$ cat config.mk
export PLATFORM = sky130hd
export DESIGN_NAME = crf_register_file
export DESIGN_NICKNAME = d
export VERILOG_FILES = /design/src/verilog/crf_pkg.sv /design/src/verilog/crf_register_file.sv
export VERILOG_INCLUDE_DIRS = /design/src /design/src/verilog
export SDC_FILE = /design/constraint.sdc
export NUM_CORES = 1
export LEC_CHECK = 0
export BUFFER_PORTS_ARGS = -buffer_cell sky130_fd_sc_hd__buf_4
export CAP_MARGIN = 30
export CORE_MARGIN = 2
export CORE_UTILIZATION = 45
export CTS_CLUSTER_DIAMETER = 150
export CTS_CLUSTER_SIZE = 25
export DETAILED_ROUTE_END_ITERATION = 16
export GPL_TIMING_DRIVEN = 0
export HOLD_SLACK_MARGIN = 0.1
export PLACE_DENSITY = 0.65
export SLEW_MARGIN = 20
export SYNTH_ARGS = -nofsm -noshare
export SYNTH_HDL_FRONTEND = slang
export SYNTH_SLANG_ARGS = --single-unit
$ cat constraint.sdc
create_clock -name clock -period 8.8 [get_ports clock]
set_clock_uncertainty 0.2 [all_clocks]
set_input_delay 1.32 -clock clock [delete_from_list [all_inputs] [get_ports clock]]
set_output_delay 1.32 -clock clock [all_outputs]
set_load 0.005 [all_outputs]
$ cat src/verilog/crf_regs.svh
// Purpose: constants of the core register file and flags
// Assumes: included by the register file only
// Notes: bit positions are those of the flags register
// Functional notes
// - eight identical 32-bit general registers
// - data access at 32, 16 or 8 bits
// - each register splits into extended, base halves
// - base half splits into high, low bytes
// - each register's access width chosen independently
// - register seven doubles as stack pointer
// - 24-bit program counter holds next address
// - fetch address forces counter bit zero low
// - reset sequence loads counter from vector
// - reset sets mask bit; others cleared to zero
// - mask blocks interrupts except the non-maskable
// - any exception sequence sets the mask bit
// - flags load, store, and, or, xor
// - bits six and four are plain storage
// - byte arithmetic: half carry from bit 3
// - word arithmetic: half carry from bit 11
// - longword arithmetic: half carry from bit 27
// - negative flag takes result sign bit
// - branches use n z v c; some keep flags
// - zero flag set when result is zero
// - overflow flag set on arithmetic overflow
// - carry flag: carry, borrow, shift, bit accumulator
`ifndef CRF_REGS_SVH
`define CRF_REGS_SVH
`define CRF_FLAG_MASK 3'd7
`define CRF_FLAG_USER6 3'd6
`define CRF_FLAG_HALF 3'd5
`define CRF_FLAG_USER4 3'd4
`define CRF_FLAG_NEG 3'd3
`define CRF_FLAG_ZERO 3'd2
`define CRF_FLAG_OVF 3'd1
`define CRF_FLAG_CARRY 3'd0
`define CRF_MASK_RESET 1'b1
`define CRF_PC_RESET 24'h00_0000
`define CRF_STACK_INDEX 3'd7
`endif

$ cat src/verilog/crf_pkg.sv
// Purpose: types of the core register file and flags
// Assumes: nothing
// Notes: codes are one-hot as the house style asks
package crf_pkg;
    // access width of a general register port
    typedef enum logic [3:0] {
        CRF_W_LONG = 4'b0001,
        CRF_W_EXT = 4'b0010,
        CRF_W_BHI = 4'b0100,
        CRF_W_BLO = 4'b1000
    } crf_width_t;
    // operation on the flags register
    typedef enum logic [6:0] {
        CRF_F_NONE = 7'b000_0001,
        CRF_F_LOAD = 7'b000_0010,
        CRF_F_AND = 7'b000_0100,
        CRF_F_OR = 7'b000_1000,
        CRF_F_XOR = 7'b001_0000,
        CRF_F_ARITH = 7'b010_0000,
        CRF_F_LOGIC = 7'b100_0000
    } crf_flag_op_t;
    // size of an arithmetic result
    typedef enum logic [2:0] {
        CRF_S_BYTE = 3'b001,
        CRF_S_WORD = 3'b010,
        CRF_S_LONG = 3'b100
    } crf_size_t;
endpackage

$ cat src/verilog/crf_register_file.sv
// Purpose: general registers, program counter and flags register of the core
// Assumes: datapath computes results and carries; one clock, sync reset
// Notes: read ports combinational into flops are registered one cycle
`include "crf_regs.svh"

module crf_register_file
    import crf_pkg::*;
#(
    parameter int NUM_REGS = 8,
    parameter int REG_W = 32,
    parameter int PC_W = 24
) (
    input wire logic clock,
    input wire logic reset,
    // read port a
    input wire logic [2:0] rd_a_index,
    input wire crf_width_t rd_a_width,
    output logic [REG_W-1:0] rd_a_data,
    // read port b
    input wire logic [2:0] rd_b_index,
    input wire crf_width_t rd_b_width,
    output logic [REG_W-1:0] rd_b_data,
    // write port
    input wire logic wr_enable,
    input wire logic [2:0] wr_index,
    input wire crf_width_t wr_width,
    input wire logic [REG_W-1:0] wr_data,
    // stack pointer
    input wire logic sp_write,
    input wire logic [REG_W-1:0] sp_data,
    output logic [REG_W-1:0] stack_gp_reg,
    // program counter
    input wire logic reset_sequence,
    input wire logic [PC_W-1:0] reset_vector_data,
    input wire logic pc_load,
    input wire logic [PC_W-1:0] pc_data,
    output logic [PC_W-1:0] program_counter,
    output logic [PC_W-1:0] fetch_address,
    // flags
    input wire logic exception_start,
    input wire crf_flag_op_t flag_op,
    input wire logic [7:0] flag_operand,
    input wire crf_size_t arith_size,
    input wire logic [REG_W-1:0] result_data,
    input wire logic [REG_W-1:0] arith_a,
    input wire logic [REG_W-1:0] arith_b,
    input wire logic arith_subtract,
    input wire logic arith_extend,
    input wire logic arith_overflow,
    input wire logic arith_carry,
    input wire logic logic_carry,
    input wire logic logic_carry_write,
    output logic [7:0] flags_register,
    // interrupt gating
    input wire logic irq_request,
    input wire logic nmi_request,
    output logic irq_accept,
    output logic nmi_accept
);

    // ****************************************
    // storage
    // ****************************************
    logic [REG_W-1:0] wide_gp_reg [NUM_REGS];
    logic [REG_W-1:0] next_reg;
    logic [REG_W-1:0] next_sp;
    logic [7:0] next_flags;
    logic half_carry;
    logic [REG_W-1:0] sized_result;
    logic result_msb;
    logic result_zero;
    logic carry_in;
    logic [4:0] byte_low;
    logic [4:0] byte_low_sub;
    logic [12:0] word_low;
    logic [12:0] word_low_sub;
    logic [28:0] long_low;
    logic [28:0] long_low_sub;
    logic next_mask;
    logic [REG_W-1:0] rd_a_next;
    logic [REG_W-1:0] rd_b_next;

    // ****************************************
    // partial write merge
    // ****************************************
    function automatic logic [REG_W-1:0] merge(input logic [REG_W-1:0] old,
                                               input crf_width_t w,
                                               input logic [REG_W-1:0] d);
        logic [REG_W-1:0] r;
        r = old;
        unique case (w)
            CRF_W_LONG: r = d;
            CRF_W_EXT: r[31:16] = d[15:0];
            CRF_W_BHI: r[15:8] = d[7:0];
            CRF_W_BLO: r[7:0] = d[7:0];
            default: r = old;
        endcase
        return r;
    endfunction

    // reads return the selected slice right-aligned, upper bits zero
    function automatic logic [REG_W-1:0] pick(input logic [REG_W-1:0] v,
                                              input crf_width_t w);
        logic [REG_W-1:0] r;
        r = '0;
        unique case (w)
            CRF_W_LONG: r = v;
            CRF_W_EXT: r[15:0] = v[31:16];
            CRF_W_BHI: r[7:0] = v[15:8];
            CRF_W_BLO: r[7:0] = v[7:0];
            default: r = '0;
        endcase
        return r;
    endfunction

    // ****************************************
    // general registers
    // ****************************************
    // the base half of a full-width write is the low half of wr_data,
    // so a base-half write uses CRF_W_LONG on a merged value upstream;
    // here a base write is two byte writes, kept simple on purpose
    always_comb begin
        next_reg = merge(wide_gp_reg[wr_index], wr_width, wr_data);
        next_sp = sp_data;
    end

    // both read ports see the register as it stood before this edge
    always_comb begin
        rd_a_next = pick(wide_gp_reg[rd_a_index], rd_a_width);
        rd_b_next = pick(wide_gp_reg[rd_b_index], rd_b_width);
    end

    always_ff @(posedge clock) begin
        // general registers hold no reset value, like the hardware
        for (int i = 0; i < NUM_REGS; i++) begin
            if (wr_enable && wr_index == i[2:0]) begin
                wide_gp_reg[i] <= next_reg;
            end else if (sp_write && i[2:0] == `CRF_STACK_INDEX) begin
                wide_gp_reg[i] <= next_sp;
            end
        end
    end

    always_ff @(posedge clock) begin
        if (reset) begin
            rd_a_data <= '0;
            rd_b_data <= '0;
            stack_gp_reg <= '0;
        end else begin
            rd_a_data <= rd_a_next;
            rd_b_data <= rd_b_next;
            stack_gp_reg <= wide_gp_reg[`CRF_STACK_INDEX];
        end
    end

    // ****************************************
    // program counter
    // ****************************************
    always_ff @(posedge clock) begin
        if (reset) begin
            program_counter <= `CRF_PC_RESET;
            fetch_address <= `CRF_PC_RESET;
        end else if (reset_sequence) begin
            program_counter <= reset_vector_data;
            fetch_address <= {reset_vector_data[PC_W-1:1], 1'b0};
        end else if (pc_load) begin
            program_counter <= pc_data;
            fetch_address <= {pc_data[PC_W-1:1], 1'b0};
        end
    end

    // ****************************************
    // arithmetic flag sources
    // ****************************************
    // carry into the low nibble only for the extend forms of byte arithmetic
    assign carry_in = arith_extend & flags_register[`CRF_FLAG_CARRY];

    // sums and differences of the bits below each half-carry point;
    // the top bit of each is the carry or borrow out of that point
    always_comb begin
        byte_low = 5'(arith_a[3:0]) + 5'(arith_b[3:0]) + 5'(carry_in);
        byte_low_sub = 5'(arith_a[3:0]) - 5'(arith_b[3:0]) - 5'(carry_in);
        word_low = 13'(arith_a[11:0]) + 13'(arith_b[11:0]);
        word_low_sub = 13'(arith_a[11:0]) - 13'(arith_b[11:0]);
        long_low = 29'(arith_a[27:0]) + 29'(arith_b[27:0]);
        long_low_sub = 29'(arith_a[27:0]) - 29'(arith_b[27:0]);
    end

    always_comb begin
        half_carry = 1'b0;
        sized_result = result_data;
        result_msb = result_data[31];
        unique case (arith_size)
            CRF_S_BYTE: begin
                half_carry = arith_subtract ? byte_low_sub[4] : byte_low[4];
                sized_result = {24'h00_0000, result_data[7:0]};
                result_msb = result_data[7];
            end
            CRF_S_WORD: begin
                // extend forms exist for bytes only, so no carry in here
                half_carry = arith_subtract ? word_low_sub[12] : word_low[12];
                sized_result = {16'h0000, result_data[15:0]};
                result_msb = result_data[15];
            end
            CRF_S_LONG: begin
                half_carry = arith_subtract ? long_low_sub[28] : long_low[28];
                sized_result = result_data;
                result_msb = result_data[31];
            end
            default: begin
                half_carry = 1'b0;
            end
        endcase
        result_zero = (sized_result == '0);
    end

    // ****************************************
    // flags register
    // ****************************************
    always_comb begin
        next_flags = flags_register;
        unique case (flag_op)
            CRF_F_NONE: next_flags = flags_register;
            CRF_F_LOAD: next_flags = flag_operand;
            CRF_F_AND: next_flags = flags_register & flag_operand;
            CRF_F_OR: next_flags = flags_register | flag_operand;
            CRF_F_XOR: next_flags = flags_register ^ flag_operand;
            CRF_F_ARITH: begin
                next_flags[`CRF_FLAG_HALF] = half_carry;
                next_flags[`CRF_FLAG_NEG] = result_msb;
                next_flags[`CRF_FLAG_ZERO] = result_zero;
                next_flags[`CRF_FLAG_OVF] = arith_overflow;
                next_flags[`CRF_FLAG_CARRY] = arith_carry;
            end
            CRF_F_LOGIC: begin
                next_flags[`CRF_FLAG_NEG] = result_msb;
                next_flags[`CRF_FLAG_ZERO] = result_zero;
                next_flags[`CRF_FLAG_OVF] = 1'b0;
            end
            default: next_flags = flags_register;
        endcase
        // bit accumulator writes from bit-manipulation instructions
        if (logic_carry_write) begin
            next_flags[`CRF_FLAG_CARRY] = logic_carry;
        end
    end

    // ****************************************
    // interrupt mask
    // ****************************************
    // exception entry overrides a same-cycle clear of the mask,
    // so no handler ever starts with interrupts open
    always_comb begin
        next_mask = next_flags[`CRF_FLAG_MASK];
        if (exception_start || reset_sequence) begin
            next_mask = `CRF_MASK_RESET;
        end
    end

    // the mask bit resets to one; the rest reset to zero in the block below
    always_ff @(posedge clock) begin
        if (reset) begin
            flags_register[`CRF_FLAG_MASK] <= `CRF_MASK_RESET;
        end else begin
            flags_register[`CRF_FLAG_MASK] <= next_mask;
        end
    end

    always_ff @(posedge clock) begin
        if (reset) begin
            // kept defined for simulation; software must not rely on it
            flags_register[6:0] <= 7'h00;
        end else begin
            flags_register[6:0] <= next_flags[6:0];
        end
    end

    // ****************************************
    // interrupt gating
    // ****************************************
    always_ff @(posedge clock) begin
        if (reset) begin
            irq_accept <= 1'b0;
            nmi_accept <= 1'b0;
        end else begin
            irq_accept <= irq_request && !next_mask;
            nmi_accept <= nmi_request;
        end
    end

endmodule

==> results_dict.tcl <==
set metrics [dict create \
    status "complete, no violations" \
    vias_per_cell 6.23 \
    largest_register_ffs 256 \
    clkTransAtPathRegs_ns 0.11 \
    placed_area_um2 24800 \
    clk_path_buf_depth 3 \
    powerDensity_nw_per_um2 151 \
    gp_congestion 0.942 \
    postCtsHoldBufs 0 \
    drt_iter0_markers 1949 \
    grt_use_total 0.302 \
    cp-end-kind "flip-flop" \
    h-tree-depth 1 \
    cts_tree "built" \
    drtPass1Iterations 5 \
    p_leak_nw 9.72 \
    nets 2252 \
    critPathLaunchType "input pin" \
    maxSlewHeadroom 0.305 \
    crit_type "input pin to flip-flop" \
    drc 0 \
    final_cell_mix "buf_4 (424), edfxtp_1 (256), mux4_2 (192)" \
    post-route-period-util 0.566 \
    grt_overflow 0 \
    vdd_ir_drop_max_uv 134 \
    hold_viol 0 \
    setup_viol 0 \
    synthFlopType "edfxtp_1" \
    num_rows 78 \
    async_reset_ff_frac 0 \
    drtAntennaViolNets 0 \
    yosys_warnings 0 \
    cp.required_ns 9.03 \
    worst_pin_slew_ns 1.03 \
    cap_viol_max_count 0 \
    wirelength_um 73000 \
    die_area_um2 47700 \
    dieWidth_um 218 \
    fp.coreArea_um2 45400 \
    final_layout_size_suffix_gt1_frac 0.382 \
    synthDistinctLibCells 61 \
    rsz0062_at_grt "false" \
    finalCriticalPeriod_ns 4.98 \
    io_buffers 396 \
    cts_setup_buffers 0 \
    cts_buffers 19 \
    detailed_place_hpwl_um 55800 \
    antenna_found_initial 3 \
    fp.dieH_um 218 \
    area_growth_pct 22.9 \
    drv_slew 0 \
    avgSynthCellArea_um2 13.9 \
    fmax_mhz 201 \
    grt_pass1_vias 15600 \
    hold_class "flip-flop to flip-flop" \
    worstSkewPairLatency_ns 0.55 \
    routedWlPerCell_um 28.6 \
    path_max_fanout 6 \
    final_common_cell "buf_4" \
    start_util 0.456 \
    grt_pass1_wl_um 104000 \
    synth_edf_count 256 \
    ios 416 \
    finalInstanceArea_um2 25400 \
    cts_root_buf "clkbuf_16" \
    ys_seq_area_frac 0.497 \
    synth_cells 1489 \
    syn-num-nets 1805 \
    synth_seq_cells 386 \
    grt_max_degree 33 \
    syn-cell-area_um2 20700 \
    worstPathArrival_ns 5.21 \
    ctsResizeCount 0 \
    vias 15900 \
    tns_ns 0 \
    cts_sinks 386 \
]
-- kinds of logic (layout without fill, tap and decap cells) --
logic type | count (synthesis) | in the layout | synth area share
other | 1 | 4 | 0.000181
multiplexers | 348 | 348 | 0.286
AO/OA/AOI/OAI | 211 | 211 | 0.0614
adder cells (fa/ha/maj) | 54 | 54 | 0.0327
AND/OR/NAND/NOR | 308 | 308 | 0.0756
buffers and inverters | 149 | 608 | 0.0328
XOR/XNOR | 32 | 32 | 0.0135
flip-flops | 386 | 386 | 0.497
-- final timing paths --
path / from / end / slack, ns / cells past startpoint
max: arith_b[3] / flags_register[5] / 3.82 / 16
min: wide_gp_reg[7][28] / stack_gp_reg[28] / 0.34 / 1
max reg2reg: wide_gp_reg[7][22] / rd_b_data[6] / 6.28 / 5
min reg2reg: wide_gp_reg[7][28] / stack_gp_reg[28] / 0.34 / 1
-- synthesized netlist by cell type, types with 32 or more instances --
master	instances	area (um2)
mux2i_1	124	1240
o21ai_0	34	170
mux4_2	192	4320
ha_1	54	676
edfxtp_1	256	7690
o22ai_1	32	200
a21oi_1	82	410
nor2_1	167	627
nor2b_1	35	219
mux2_2	32	360
clkbuf_1	49	184
dfxtp_1	130	2600
-- worst max-delay path, cell delays in order --
cell and delay [ns]:
buf_4 0.14, or4_1 0.59, nor4_4 0.27, nand2_1 0.17
o31ai_2 0.37, o21a_1 0.21, o21ai_1 0.08, xnor2_1 0.16
ha_1 0.31, nand4_1 0.14, or3_1 0.17, a21oi_1 0.06
or4b_2 0.66, and2_1 0.19, o31ai_1 0.25, o211ai_1 0.13
-- routing by layer --
layer,part of all wire,global-route usage,vias up
met2,0.48,0.497,1124
met1,0.36,0.379,7876
met3,0.11,0.0689,163
li1,-,-,6730
met4,0.047,0.140,0
met5,0,0,-
-- layout make-up --
class / count / area [um2]
Antenna cell: 3 / 7.51
Inverter: 28 / 105
Sequential cell: 386 / 10300
Clock inverter: 2 / 18.8
Multi-Input combinational cell: 954 / 9770
Clock buffer: 31 / 520
Timing Repair Buffer: 426 / 3390
Tap cell: 600 / 751
Buffer: 121 / 576
Fill cell: 3745 / 20000
-- power breakdown --
| part | internal, mW | switching, mW | total (mW) |
|---|---|---|---|
| logic | 0.359 | 0.401 | 0.760 |
| registers | 2.03 | 0.0459 | 2.08 |
| clock network | 0.416 | 0.595 | 1.01 |
-- per-stage QoR --
step	total power [mW]	instances	hold WS, ns	worst slack [ns]	utilization
finish	3.85	2551	0.342	3.82	0.560
global route	3.97	2551	0.374	3.66	0.560
CTS	3.85	2542	0.350	3.85	0.559
detailed placement	2.86	2509	0.327	3.27	0.547
global placement	2.84	2485	0.321	0.452	0.538
floorplan	2.51	1489	0.287	3.83	-
Note: power is estimated with default switching activity, not from simulation.
